File: src/rtl/mfd_map.svh
// Constants of the instruction field decoder: offsets, fields, resets, timing
`ifndef MFD_MAP_SVH
`define MFD_MAP_SVH
// APB register byte offsets
`define MFD_CTRL_OFF    12'h000
`define MFD_INSTR_OFF   12'h004
`define MFD_ACC_OFF     12'h008
`define MFD_BANK_OFF    12'h00c
`define MFD_FIELDS_OFF  12'h010
`define MFD_ADDR_OFF    12'h014
`define MFD_STATUS_OFF  12'h018
// Instruction field positions
`define MFD_DEST_BIT    9
`define MFD_ACCESS_BIT  8
`define MFD_BITPOS_HI   11
`define MFD_BITPOS_LO   9
`define MFD_PREFIX      4'hf
`define MFD_SUBLIT_OP   8'h08
// Status flag positions
`define MFD_FLAG_C      0
`define MFD_FLAG_DC     1
`define MFD_FLAG_Z      2
`define MFD_FLAG_OV     3
`define MFD_FLAG_N      4
// Reset values
`define MFD_ACC_RST     8'h00
`define MFD_BANK_RST    4'h0
`define MFD_FLAGS_RST   5'h00
// Four Q phases make one instruction cycle
`define MFD_Q_PHASES    4
`endif

File: src/rtl/mfd_pkg.sv
// Types shared by the instruction field decoder
package mfd_pkg;
  typedef enum logic [1:0] {
    MFD_Q1 = 2'b00,
    MFD_Q2 = 2'b01,
    MFD_Q3 = 2'b10,
    MFD_Q4 = 2'b11
  } mfd_qphase_e;
  typedef enum logic [1:0] {
    MFD_W_NONE   = 2'b00,
    MFD_W_MOVE   = 2'b01,
    MFD_W_TARGET = 2'b10
  } mfd_wait_e;
endpackage

File: src/rtl/mfd_decoder.sv
// Instruction field decoder with literal subtract, APB slave
module mfd_decoder
  import mfd_pkg::*;
#(
  parameter int ADDR_W = 12
) (
  // Clock and reset
  input  wire logic        pclk,
  input  wire logic        presetn,
  // APB slave
  input  wire logic        psel,
  input  wire logic        penable,
  input  wire logic        pwrite,
  input  wire logic [11:0] paddr,
  input  wire logic [31:0] pwdata,
  output logic [31:0]      prdata,
  output logic             pready,
  output logic             pslverr,
  // Decoded fields, accumulator and status flags
  output logic             dest_to_file,
  output logic [3:0]       bank_sel,
  output logic [11:0]      file_addr,
  output logic [11:0]      move_dest,
  output logic [2:0]       bit_pos,
  output logic [7:0]       literal,
  output logic [19:0]      jump_target,
  output logic             pair_done,
  output logic [7:0]       working_accumulator,
  output logic [4:0]       status_flags
);
`include "mfd_map.svh"
  // Only the 12-bit offset space is decoded; other widths are refused at elaboration
  if (ADDR_W != 12) begin : g_addr_w_check
    $error("mfd_decoder: ADDR_W must be 12");
  end

  // Local state
  logic [15:0]  instr_r;
  logic         instr_new_r;
  logic         sub_pend_r;
  logic         sub_rdy_r;
  logic [3:0]   bank_select_register;
  logic [7:0]   first_low_r;
  logic [11:0]  first_src_r;
  mfd_wait_e    wait_r;
  logic [26:0]  count_r;
  logic [7:0]   diff;
  logic [4:0]   flags_nxt;
  logic [7:0]   sub_lit_r;
  mfd_qphase_e  q;
  logic         wr_en;
  logic         acc_wr;
  logic         ctrl_wr;
  logic         prefixed;
  logic         is_sublit;

  // Single-cycle APB answer: pready rises in the access phase
  assign wr_en     = psel && penable && pready && pwrite;
  assign acc_wr    = wr_en && (paddr == `MFD_ACC_OFF);
  assign ctrl_wr   = wr_en && (paddr == `MFD_CTRL_OFF);
  assign prefixed  = (instr_r[15:12] == `MFD_PREFIX);
  assign is_sublit = (instr_r[15:8] == `MFD_SUBLIT_OP);

  mfd_qseq u_qseq (
    .pclk    (pclk),
    .presetn (presetn),
    .q       (q)
  );

  mfd_sub_alu u_alu (
    .lit   (sub_lit_r),
    .acc   (working_accumulator),
    .diff  (diff),
    .flags (flags_nxt)
  );

  // APB ready: one wait-free cycle after setup
  always_ff @(posedge pclk or negedge presetn) begin
    if (!presetn) begin
      pready <= 1'b0;
    end else begin
      pready <= psel && !penable;
    end
  end

  // Unmapped offsets answer with an error
  always_ff @(posedge pclk or negedge presetn) begin
    if (!presetn) begin
      pslverr <= 1'b0;
    end else begin
      pslverr <= psel && !penable &&
                 !(paddr inside {`MFD_CTRL_OFF, `MFD_INSTR_OFF, `MFD_ACC_OFF,
                                 `MFD_BANK_OFF, `MFD_FIELDS_OFF, `MFD_ADDR_OFF,
                                 `MFD_STATUS_OFF});
    end
  end

  // Instruction word arrives through the instruction register
  always_ff @(posedge pclk or negedge presetn) begin
    if (!presetn) begin
      instr_r     <= 16'h0000;
      instr_new_r <= 1'b0;
    end else begin
      instr_new_r <= wr_en && (paddr == `MFD_INSTR_OFF);
      if (wr_en && paddr == `MFD_INSTR_OFF) begin
        instr_r <= pwdata[15:0];
      end
    end
  end

  // Bank select register written by software
  always_ff @(posedge pclk or negedge presetn) begin
    if (!presetn) begin
      bank_select_register <= `MFD_BANK_RST;
    end else if (wr_en && paddr == `MFD_BANK_OFF) begin
      bank_select_register <= pwdata[3:0];
    end
  end

  // Field extraction for each new word taken while no pairing is pending (wait_r == MFD_W_NONE)
  always_ff @(posedge pclk or negedge presetn) begin
    if (!presetn) begin
      dest_to_file <= 1'b0;
      bank_sel     <= 4'h0;
      file_addr    <= 12'h000;
      bit_pos      <= 3'h0;
      literal      <= 8'h00;
    end else if (instr_new_r && wait_r == MFD_W_NONE) begin
      dest_to_file <= instr_r[`MFD_DEST_BIT];
      bank_sel     <= instr_r[`MFD_ACCESS_BIT] ? bank_select_register : 4'h0;
      file_addr    <= {4'h0, instr_r[7:0]};
      bit_pos      <= instr_r[`MFD_BITPOS_HI:`MFD_BITPOS_LO];
      literal      <= instr_r[7:0];
    end
  end

  // Two-word pairing: ctrl register selects which kind the next word completes
  always_ff @(posedge pclk or negedge presetn) begin
    if (!presetn) begin
      wait_r      <= MFD_W_NONE;
      first_low_r <= 8'h00;
      first_src_r <= 12'h000;
      move_dest   <= 12'h000;
      jump_target <= 20'h00000;
      pair_done   <= 1'b0;
    end else begin
      pair_done <= 1'b0;
      if (wr_en && paddr == `MFD_CTRL_OFF) begin
        wait_r      <= mfd_wait_e'(pwdata[1:0]);
      end else if (instr_new_r) begin
        unique case (wait_r)
          MFD_W_NONE: begin
            first_low_r <= instr_r[7:0];
            first_src_r <= instr_r[11:0];
          end
          MFD_W_MOVE: begin
            if (prefixed) begin
              move_dest <= instr_r[11:0];
              pair_done <= 1'b1;
            end
            wait_r <= MFD_W_NONE;
          end
          MFD_W_TARGET: begin
            if (prefixed) begin
              jump_target <= {instr_r[11:0], first_low_r};
              pair_done   <= 1'b1;
            end
            wait_r <= MFD_W_NONE;
          end
          default: wait_r <= MFD_W_NONE;
        endcase
      end
    end
  end

  // Decode in any Q phase marks the word, the next Q2 reads the literal
  // A word decoded late in a cycle waits for the next Q2, so Q4 never uses a stale literal
  always_ff @(posedge pclk or negedge presetn) begin
    if (!presetn) begin
      sub_pend_r <= 1'b0;
      sub_rdy_r  <= 1'b0;
      sub_lit_r  <= 8'h00;
    end else begin
      // A newer word replaces a decode still waiting for its Q2
      if (instr_new_r) begin
        sub_pend_r <= (wait_r == MFD_W_NONE) && is_sublit;
      end else if (q == MFD_Q2) begin
        sub_pend_r <= 1'b0;
      end
      // Q3 works on the latched literal, Q4 then writes
      if (q == MFD_Q2 && sub_pend_r && !instr_new_r) begin
        sub_lit_r <= instr_r[7:0];
        sub_rdy_r <= 1'b1;
      end else if (q == MFD_Q4) begin
        sub_rdy_r <= 1'b0;
      end
    end
  end

  always_ff @(posedge pclk or negedge presetn) begin
    if (!presetn) begin
      working_accumulator <= `MFD_ACC_RST;
      status_flags        <= `MFD_FLAGS_RST;
    end else if (wr_en && paddr == `MFD_ACC_OFF) begin
      working_accumulator <= pwdata[7:0];
    end else if (q == MFD_Q4 && sub_rdy_r) begin
      working_accumulator <= diff;
      status_flags        <= flags_nxt;
    end
  end

  // Count for status of subtracts reaching their Q4 write, also one whose result a same-cycle accumulator write overrides
  always_ff @(posedge pclk or negedge presetn) begin
    if (!presetn) begin
      count_r <= 27'h000_0000;
    end else if (q == MFD_Q4 && sub_rdy_r) begin
      count_r <= count_r + 27'h000_0001;
    end
  end

  // Read mux, registered
  always_ff @(posedge pclk or negedge presetn) begin
    if (!presetn) begin
      prdata <= 32'h0000_0000;
    end else if (psel && !penable && !pwrite) begin
      unique case (paddr)
        `MFD_CTRL_OFF:   prdata <= {30'h0, wait_r};
        `MFD_INSTR_OFF:  prdata <= {16'h0, instr_r};
        `MFD_ACC_OFF:    prdata <= {24'h0, working_accumulator};
        `MFD_BANK_OFF:   prdata <= {28'h0, bank_select_register};
        `MFD_FIELDS_OFF: prdata <= {15'h0, sub_pend_r || sub_rdy_r, dest_to_file, bank_sel,
                                    bit_pos, literal};
        `MFD_ADDR_OFF:   prdata <= {8'h0, move_dest, first_src_r};
        `MFD_STATUS_OFF: prdata <= {count_r, status_flags};
        default:         prdata <= 32'h0000_0000;
      endcase
    end
  end
endmodule // mfd_decoder

File: src/rtl/mfd_sub_alu.sv
// Literal minus accumulator with status flags
module mfd_sub_alu
  import mfd_pkg::*;
(
  // Operands
  input  wire logic [7:0] lit,
  input  wire logic [7:0] acc,
  // Result
  output logic [7:0]      diff,
  output logic [4:0]      flags
);
`include "mfd_map.svh"
  logic [8:0] full;
  logic [4:0] low;
  always_comb begin
    full = {1'b0, lit} + {1'b0, ~acc} + 9'h001;
    low  = {1'b0, lit[3:0]} + {1'b0, ~acc[3:0]} + 5'h01;
    diff = full[7:0];
    flags = 5'h00;
    flags[`MFD_FLAG_C]  = full[8];
    flags[`MFD_FLAG_DC] = low[4];
    flags[`MFD_FLAG_Z]  = (full[7:0] == 8'h00);
    flags[`MFD_FLAG_OV] = (lit[7] != acc[7]) && (full[7] != lit[7]);
    flags[`MFD_FLAG_N]  = full[7];
  end
endmodule // mfd_sub_alu

File: src/rtl/mfd_qseq.sv
// Four-phase Q sequencer of the core clock
module mfd_qseq
  import mfd_pkg::*;
(
  // Clock and reset
  input  wire logic  pclk,
  input  wire logic  presetn,
  // Phase
  output mfd_qphase_e q
);
  // Free-running Q1..Q4 rotation
  always_ff @(posedge pclk or negedge presetn) begin
    if (!presetn) begin
      q <= MFD_Q1;
    end else begin
      unique case (q)
        MFD_Q1: q <= MFD_Q2;
        MFD_Q2: q <= MFD_Q3;
        MFD_Q3: q <= MFD_Q4;
        MFD_Q4: q <= MFD_Q1;
      endcase
    end
  end
endmodule // mfd_qseq

File: config.mk
export PLATFORM = sky130hd
export DESIGN_NAME = mfd_decoder
export DESIGN_NICKNAME = d
export VERILOG_FILES = /design/src/rtl/mfd_pkg.sv /design/src/rtl/mfd_decoder.sv /design/src/rtl/mfd_sub_alu.sv /design/src/rtl/mfd_qseq.sv
export VERILOG_INCLUDE_DIRS = /design/src /design/src/rtl
export SDC_FILE = /design/constraint.sdc
export NUM_CORES = 1
export LEC_CHECK = 0
export BUFFER_PORTS_ARGS = -buffer_cell sky130_fd_sc_hd__clkbuf_2
export CAP_MARGIN = 40
export CORE_MARGIN = 4
export CORE_UTILIZATION = 50
export CTS_CLUSTER_SIZE = 12
export DETAILED_ROUTE_END_ITERATION = 16
export GPL_ROUTABILITY_DRIVEN = 0
export PLACE_DENSITY = 0.81
export SKIP_LAST_GASP = 1
export SLEW_MARGIN = 20
export SYNTH_ARGS = -nofsm -noshare
export SYNTH_HDL_FRONTEND = slang
export SYNTH_SLANG_ARGS = --single-unit
File: constraint.sdc
create_clock -name pclk -period 5.8 [get_ports pclk]
set_input_delay 1.16 -clock pclk [delete_from_list [all_inputs] [get_ports pclk]]
set_output_delay 1.16 -clock pclk [all_outputs]
set_load 0.01 [all_outputs]
# Word level (Yosys, flattened, before mapping)
# Cells that the tools add are included.
[word_totals]
word_cells = 100
register_bits = 178
input_bits = 49
out_inout_bits = 108
[classes]
n_addsub = 5
mux = 16
eq_ne = 16
n_bitwise = 4
reduce_logical = 36
[ops]
columns = ["cell", "n"]
rows = [
  ["$pmux W32 S7", 1],
  ["$eq A12 B5 Y1 const B", 3],
  ["$add A27 B1 Y27 const B", 1],
  ["$eq A12 B4 Y1 const B", 2],
  ["$logic_and A1 B1 Y1", 16],
  ["$mux W8", 2],
  ["$eq A12 B3 Y1 const B", 1],
  ["$logic_not A12 Y1", 1],
  ["$add A8 B8 Y9", 1],
  ["$add A9 B1 Y9 const B", 1],
  ["$eq A8 B4 Y1 const B", 1],
  ["$logic_not A8 Y1", 1],
  ["$mux W1", 8],
  ["$not A8 Y8", 1],
  ["$pmux W2 S4", 1],
  ["$reduce_and A4 Y1", 2],
  ["$reduce_bool A2 Y1", 4],
  ["$reduce_bool A7 Y1", 1],
  ["$eq A2 B2 Y1 const B", 3],
  ["$mux W2", 3],
  ["$add A4 B4 Y5", 1],
  ["$add A5 B1 Y5 const B", 1],
  ["$eq A2 B1 Y1 const B", 2],
  ["$eq A4 B4 Y1 const B", 1],
  ["other kinds (11)", 18],
]

# Depth between registers and ports, before layout
[depth]
depth_word = 6
ltp_mapped = 8
ltp_nobuf = 8

# Hierarchy
# From an unflattened synthesis, not the netlist that was laid out.
[unflattened]
cells_unflattened = 699
area_unflattened_um2 = 8096.5
[by_module_without_submodules]
columns = ["mod", "cells_each", "seq_area_each_um2", "area_per_inst_um2", "n_inst"]
rows = [
  ["mfd_decoder", 637, 4179.0, 7594.8, 1],
  ["mfd_sub_alu", 55, 0.0, 412.9, 1],
  ["mfd_qseq", 7, 50.0, 88.8, 1],
]

# Worst setup path before layout
# OpenSTA, ideal clock, no wires.
[synth_timing]
path_kind = "input to register"
from = "input paddr[11]"
to = "register instr_r[0]"
cell_stages = 5
n_path_buf = 1
setup_time_ns = 0.125
required_ns = 5.675
setup_slack_ns = 2.685
arrival_ns = 2.990
path_cell_list = "or4_4 or4_4 nor3_4 buf_6 mux2_2"
[synth_via]
elab_chain_len = 2
[synth_rtl]
columns = ["element", "line_no", "text"]
rows = [
  ["start: declaration", "mfd_decoder.sv:14", "input wire logic [11:0] paddr,"],
  ["$eq A12 B3 Y1", "--", ""],
  ["$logic_and A1 B1 Y1 (no source line)", "--", ""],
  ["end signal: assignment", "mfd_decoder.sv:106", "instr_r <= pwdata[15:0];"],
  ["end: declaration", "mfd_decoder.sv:38", "logic [15:0] instr_r;"],
]
# Every way passes these cells.
# A chain may end at the register's enable or synchronous reset.

# Final worst setup path
[layout_timing]
from = "input paddr[7]"
to = "register first_low_r[3]"
[layout_via]
elab_chain_len = 4
[layout_rtl]
columns = ["element", "line_no", "text"]
rows = [
  ["$logic_not A12 Y1 (no source line)", "--", ""],
  ["$logic_and A1 B1 Y1 (no source line)", "--", ""],
  ["$not A1 Y1 (no source line)", "--", ""],
  ["$reduce_and A3 Y1 (no source line)", "--", ""],
  ["end signal: assignment", "mfd_decoder.sv:153", "first_low_r <= instr_r[7:0];"],
  ["end: declaration", "mfd_decoder.sv:43", "logic [7:0] first_low_r;"],
]
# Every way passes these cells.

==> impl_metrics.env <==
export IMPL_status="finished clean"
export IMPL_path_clk_slew_ns=0.06
export IMPL_nets=894
export IMPL_post_route_min_period_ns=3.42
export IMPL_cts_buffers=17
export IMPL_leakage_uw=0.00472
export IMPL_n_fill_cell=1273
export IMPL_period_share_pct=58.9
export IMPL_max_freq_ghz=0.293
export IMPL_via_count=6186
export IMPL_wl_per_cell_um=20.4
export IMPL_p_clk_share_pct=47.8
export IMPL_power_switching_uw=526
export IMPL_synth_area_sq_um=7990
export IMPL_clock_latency_ns=0.43
export IMPL_required_ns=6.12
export IMPL_cp_max_fo=8
export IMPL_grt_pass1_wl_um=33900
export IMPL_ctsHoldBuffers=0
export IMPL_die_h_um=134
export IMPL_antenna_found_initial=0
export IMPL_area_delta_synth_final_pct=18.3
export IMPL_layout_setup_ws_ns=2.38
export IMPL_ys_seq_area_share_pct=52.9
export IMPL_cts_root_buffer="clkbuf_16"
export IMPL_dr_first_iter_drc_count=521
export IMPL_cts_resized=0
export IMPL_arrival_ns=3.73
export IMPL_core_sq_um=15400
export IMPL_die_area_sq_um=18100
export IMPL_holdPathStages=1
export IMPL_synth_top_area_share_pct=52.9
export IMPL_final_hold_viol_count=0
export IMPL_synth_top_area_cell="dfrtp_1"
export IMPL_dpl_instance_area_sq_um=8840
export IMPL_synth_edff_count=0
export IMPL_final_cell_area_sq_um=9450
export IMPL_synth_simple_area_share_pct=13.2
export IMPL_swShare_pct=21.8
export IMPL_synth_compound_area_share_pct=9.99
export IMPL_synth_area_per_cell_sq_um=11.4
export IMPL_hold_path_endpoint="count_r[26]"
export IMPL_netlist_instances=700
export IMPL_tightest_slew_ns=0.882
export IMPL_worstReg2RegEnd="count_r[21]"
export IMPL_synth_distinct_cells=64
export IMPL_crit_path_start_kind="input port"
export IMPL_final_setup_viol_count=0
export IMPL_regToRegSetupSlack_ns=2.95
export IMPL_grt_max_degree=65
export IMPL_synth_area_mux_share_pct=14.2
export IMPL_portBuffers=136
export IMPL_cts_sinks=169
export IMPL_preCtsSetupSlack_ns=1.97
export IMPL_ys_ff_latch=169
export IMPL_drive_above_1_share_pct=33.8
export IMPL_hp_class="register to register"
export IMPL_synthArstFlopShare_pct=100
export IMPL_ys_top_cells_by_area="dfrtp_1 53%, mux2_2 13%, nand2_1 3.2%"
export IMPL_viasPerCell=5.88
export IMPL_cts_tree="done"
export IMPL_rr_startpoint="u_qseq.q[0]"
export IMPL_antenna_cells=0
export IMPL_placementRows=45
export IMPL_grt_total_usage_pct=24.3
export IMPL_p_int_uw=1880
export IMPL_fin_tns_setup_ns=0
export IMPL_drc=0
export IMPL_die_x_um=134
export IMPL_ff2ff_path_depth=6
export IMPL_io_pins=157
export IMPL_rsz0062_at_grt="false"
export IMPL_p_total_uw=2410
export IMPL_synth_xor_area_share_pct=3.07
export IMPL_min_from="count_r[26]"
export IMPL_synth_top_family_by_area="multiplexers"
export IMPL_ant_nets=0
export IMPL_drv_cap=0
export IMPL_power_frac_seq_pct=49.1
export IMPL_grt_ovfl_total=0
export IMPL_cts_setup_buffers=0
export IMPL_clock_tree_buffer_depth=2
export IMPL_combPwrFrac_pct=3.1
export IMPL_slew_headroom_pct=41.1
export IMPL_synth_top_flop_cell="dfrtp_1"
export IMPL_slew_viol_final=0
export IMPL_finalWirelength_um=21500
export IMPL_synth_fa_ha_area_share_pct=2.76
export IMPL_synth_warnings=0
export IMPL_start_util_pct=51.8
export IMPL_hpwl_um=15100
export IMPL_setup_worst_path_end_class="register"
export IMPL_grt_pass1_vias=6063
export IMPL_firstDrtPassIters=5
export IMPL_peakVddDrop_v=0.000210
export IMPL_p_per_area_nw_per_um2=255
export IMPL_cts_max_level=4
export IMPL_path_class="input port to register"
export IMPL_final_setup_skew_ns=0.0102
[state kept, by name (all words and copies together) (netlist names)]
signal and flops:
prdata 32, count_r 27, jump_target 20, instr_r 16, move_dest 12, literal 8
sub_lit_r 8, working_accumulator 8, first_low_r 7, first_src_r 5, status_flags 5, bank_sel 4
bank_select_register 4, bit_pos 3, u_qseq.q 2, wait_r 2, instr_new_r 1, pair_done 1
pready 1, pslverr 1, sub_pend_r 1, sub_rdy_r 1
[layout make-up]
class	count	area (sq um)	area share, %
clock inverter	10	116	1.23
inverter	19	71.3	0.754
timing repair buffer	148	805	8.51
clock buffer	22	484	5.12
tap	211	264	2.79
sequential	169	4230	44.7
multi-input combinational	473	3480	36.9
[power groups by stage]
| stage | combinational, uW | sequential [uW] | clock (uW) |
|---|---|---|---|
| global placement | 71.4 | 1200 | 0 |
| finish | 74.6 | 1180 | 1150 |
| detailed placement | 75.0 | 1200 | 0 |
| CTS | 75.4 | 1180 | 1160 |
| global route | 82.9 | 1180 | 1210 |
| floorplan | 25.1 | 1200 | 0 |
[per-layer routing]
| layer | vias to the layer above | track usage [%] | part of all wire (%) |
|---|---|---|---|
| met5 | - | 0 | 0 |
| met4 | 0 | 8.82 | 2.6 |
| met3 | 41 | 5.51 | 8.3 |
| met2 | 287 | 38.4 | 48 |
| met1 | 3066 | 33.1 | 41 |
| li1 | 2792 | - | - |
[cell usage in the layout (no fill, tap or decap), types with 10 or more instances in the layout]
cell type  Yosys  final
a21oi_1       13     13
clkbuf_16      0     17
and3_1        11     11
clkbuf_2       0    135
ha_1          16     16
xor2_1        10     10
mux2_2        89     89
dfrtp_1      169    169
nor2_1        29     29
nand4_1       11     11
o21ai_0       39     39
xnor2_1       18     18
nor3_1        15     15
inv_1         19     19
nand2_1       69     69
nand3_1       25     25
a22oi_1       17     17
[worst max path at each step]
stage / slack [ns] / endpoint / depth (start not counted) / start
2_1_floorplan: 2.69 / instr_r[0] / 5 / paddr[11]
3_3_place_gp: 2.06 / first_low_r[4] / 6 / paddr[9]
3_5_place_dp: 1.97 / first_low_r[2] / 7 / paddr[9]
4_1_cts: 2.45 / first_low_r[3] / 7 / paddr[9]
5_1_grt: 2.23 / first_src_r[7] / 7 / paddr[7]
6_report: 2.38 / first_low_r[3] / 7 / paddr[7]
[critical path, cell delays in order]
cell and delay, ns:
clkbuf_2 0.09, nor3_1 0.69, nand3_1 0.40, nor4_4 0.61, nor2_1 0.24, buf_4 0.25, mux2_2 0.28
[cells by family after synthesis]
group | Yosys count
and+or+nand+nor | 205
DFF | 169
AOI/OAI and AO/OA | 119
muxes | 100
buffers and inverters | 61
xor gates and xnor gates | 28
adders and majority gates | 17
other | 1
[metrics by stage]
step / utilization [%] / instances / hold slack [ns]
after detailed placement: 57.3 / 1019 / 0.457
after global placement: 57.0 / 1015 / 0.450
after floorplan: - / 703 / 0.441
after global routing: 61.3 / 1052 / 0.490
final: 61.3 / 1052 / 0.468
after CTS: 61.2 / 1051 / 0.472
[cells in the mapped netlist (4+ instances only)]
master	number
mux2_2	89
and3_1	11
a221oi_1	7
nor3_1	15
buf_2	7
xnor2_1	18
or2_2	4
nand4_1	11
a21oi_1	13
nand3_1	25
nand2_1	69
a22o_1	5
ha_1	16
o21a_1	9
xor2_1	10
clkbuf_1	18
buf_4	14
nor2_1	29
o211ai_1	4
inv_1	19
mux2i_1	9
dfrtp_1	169
nor3b_1	4
nand2b_1	6
o21ai_0	39
or3_1	4
a22oi_1	17
nor4_1	5
Power figures use the tool's default switching activity.
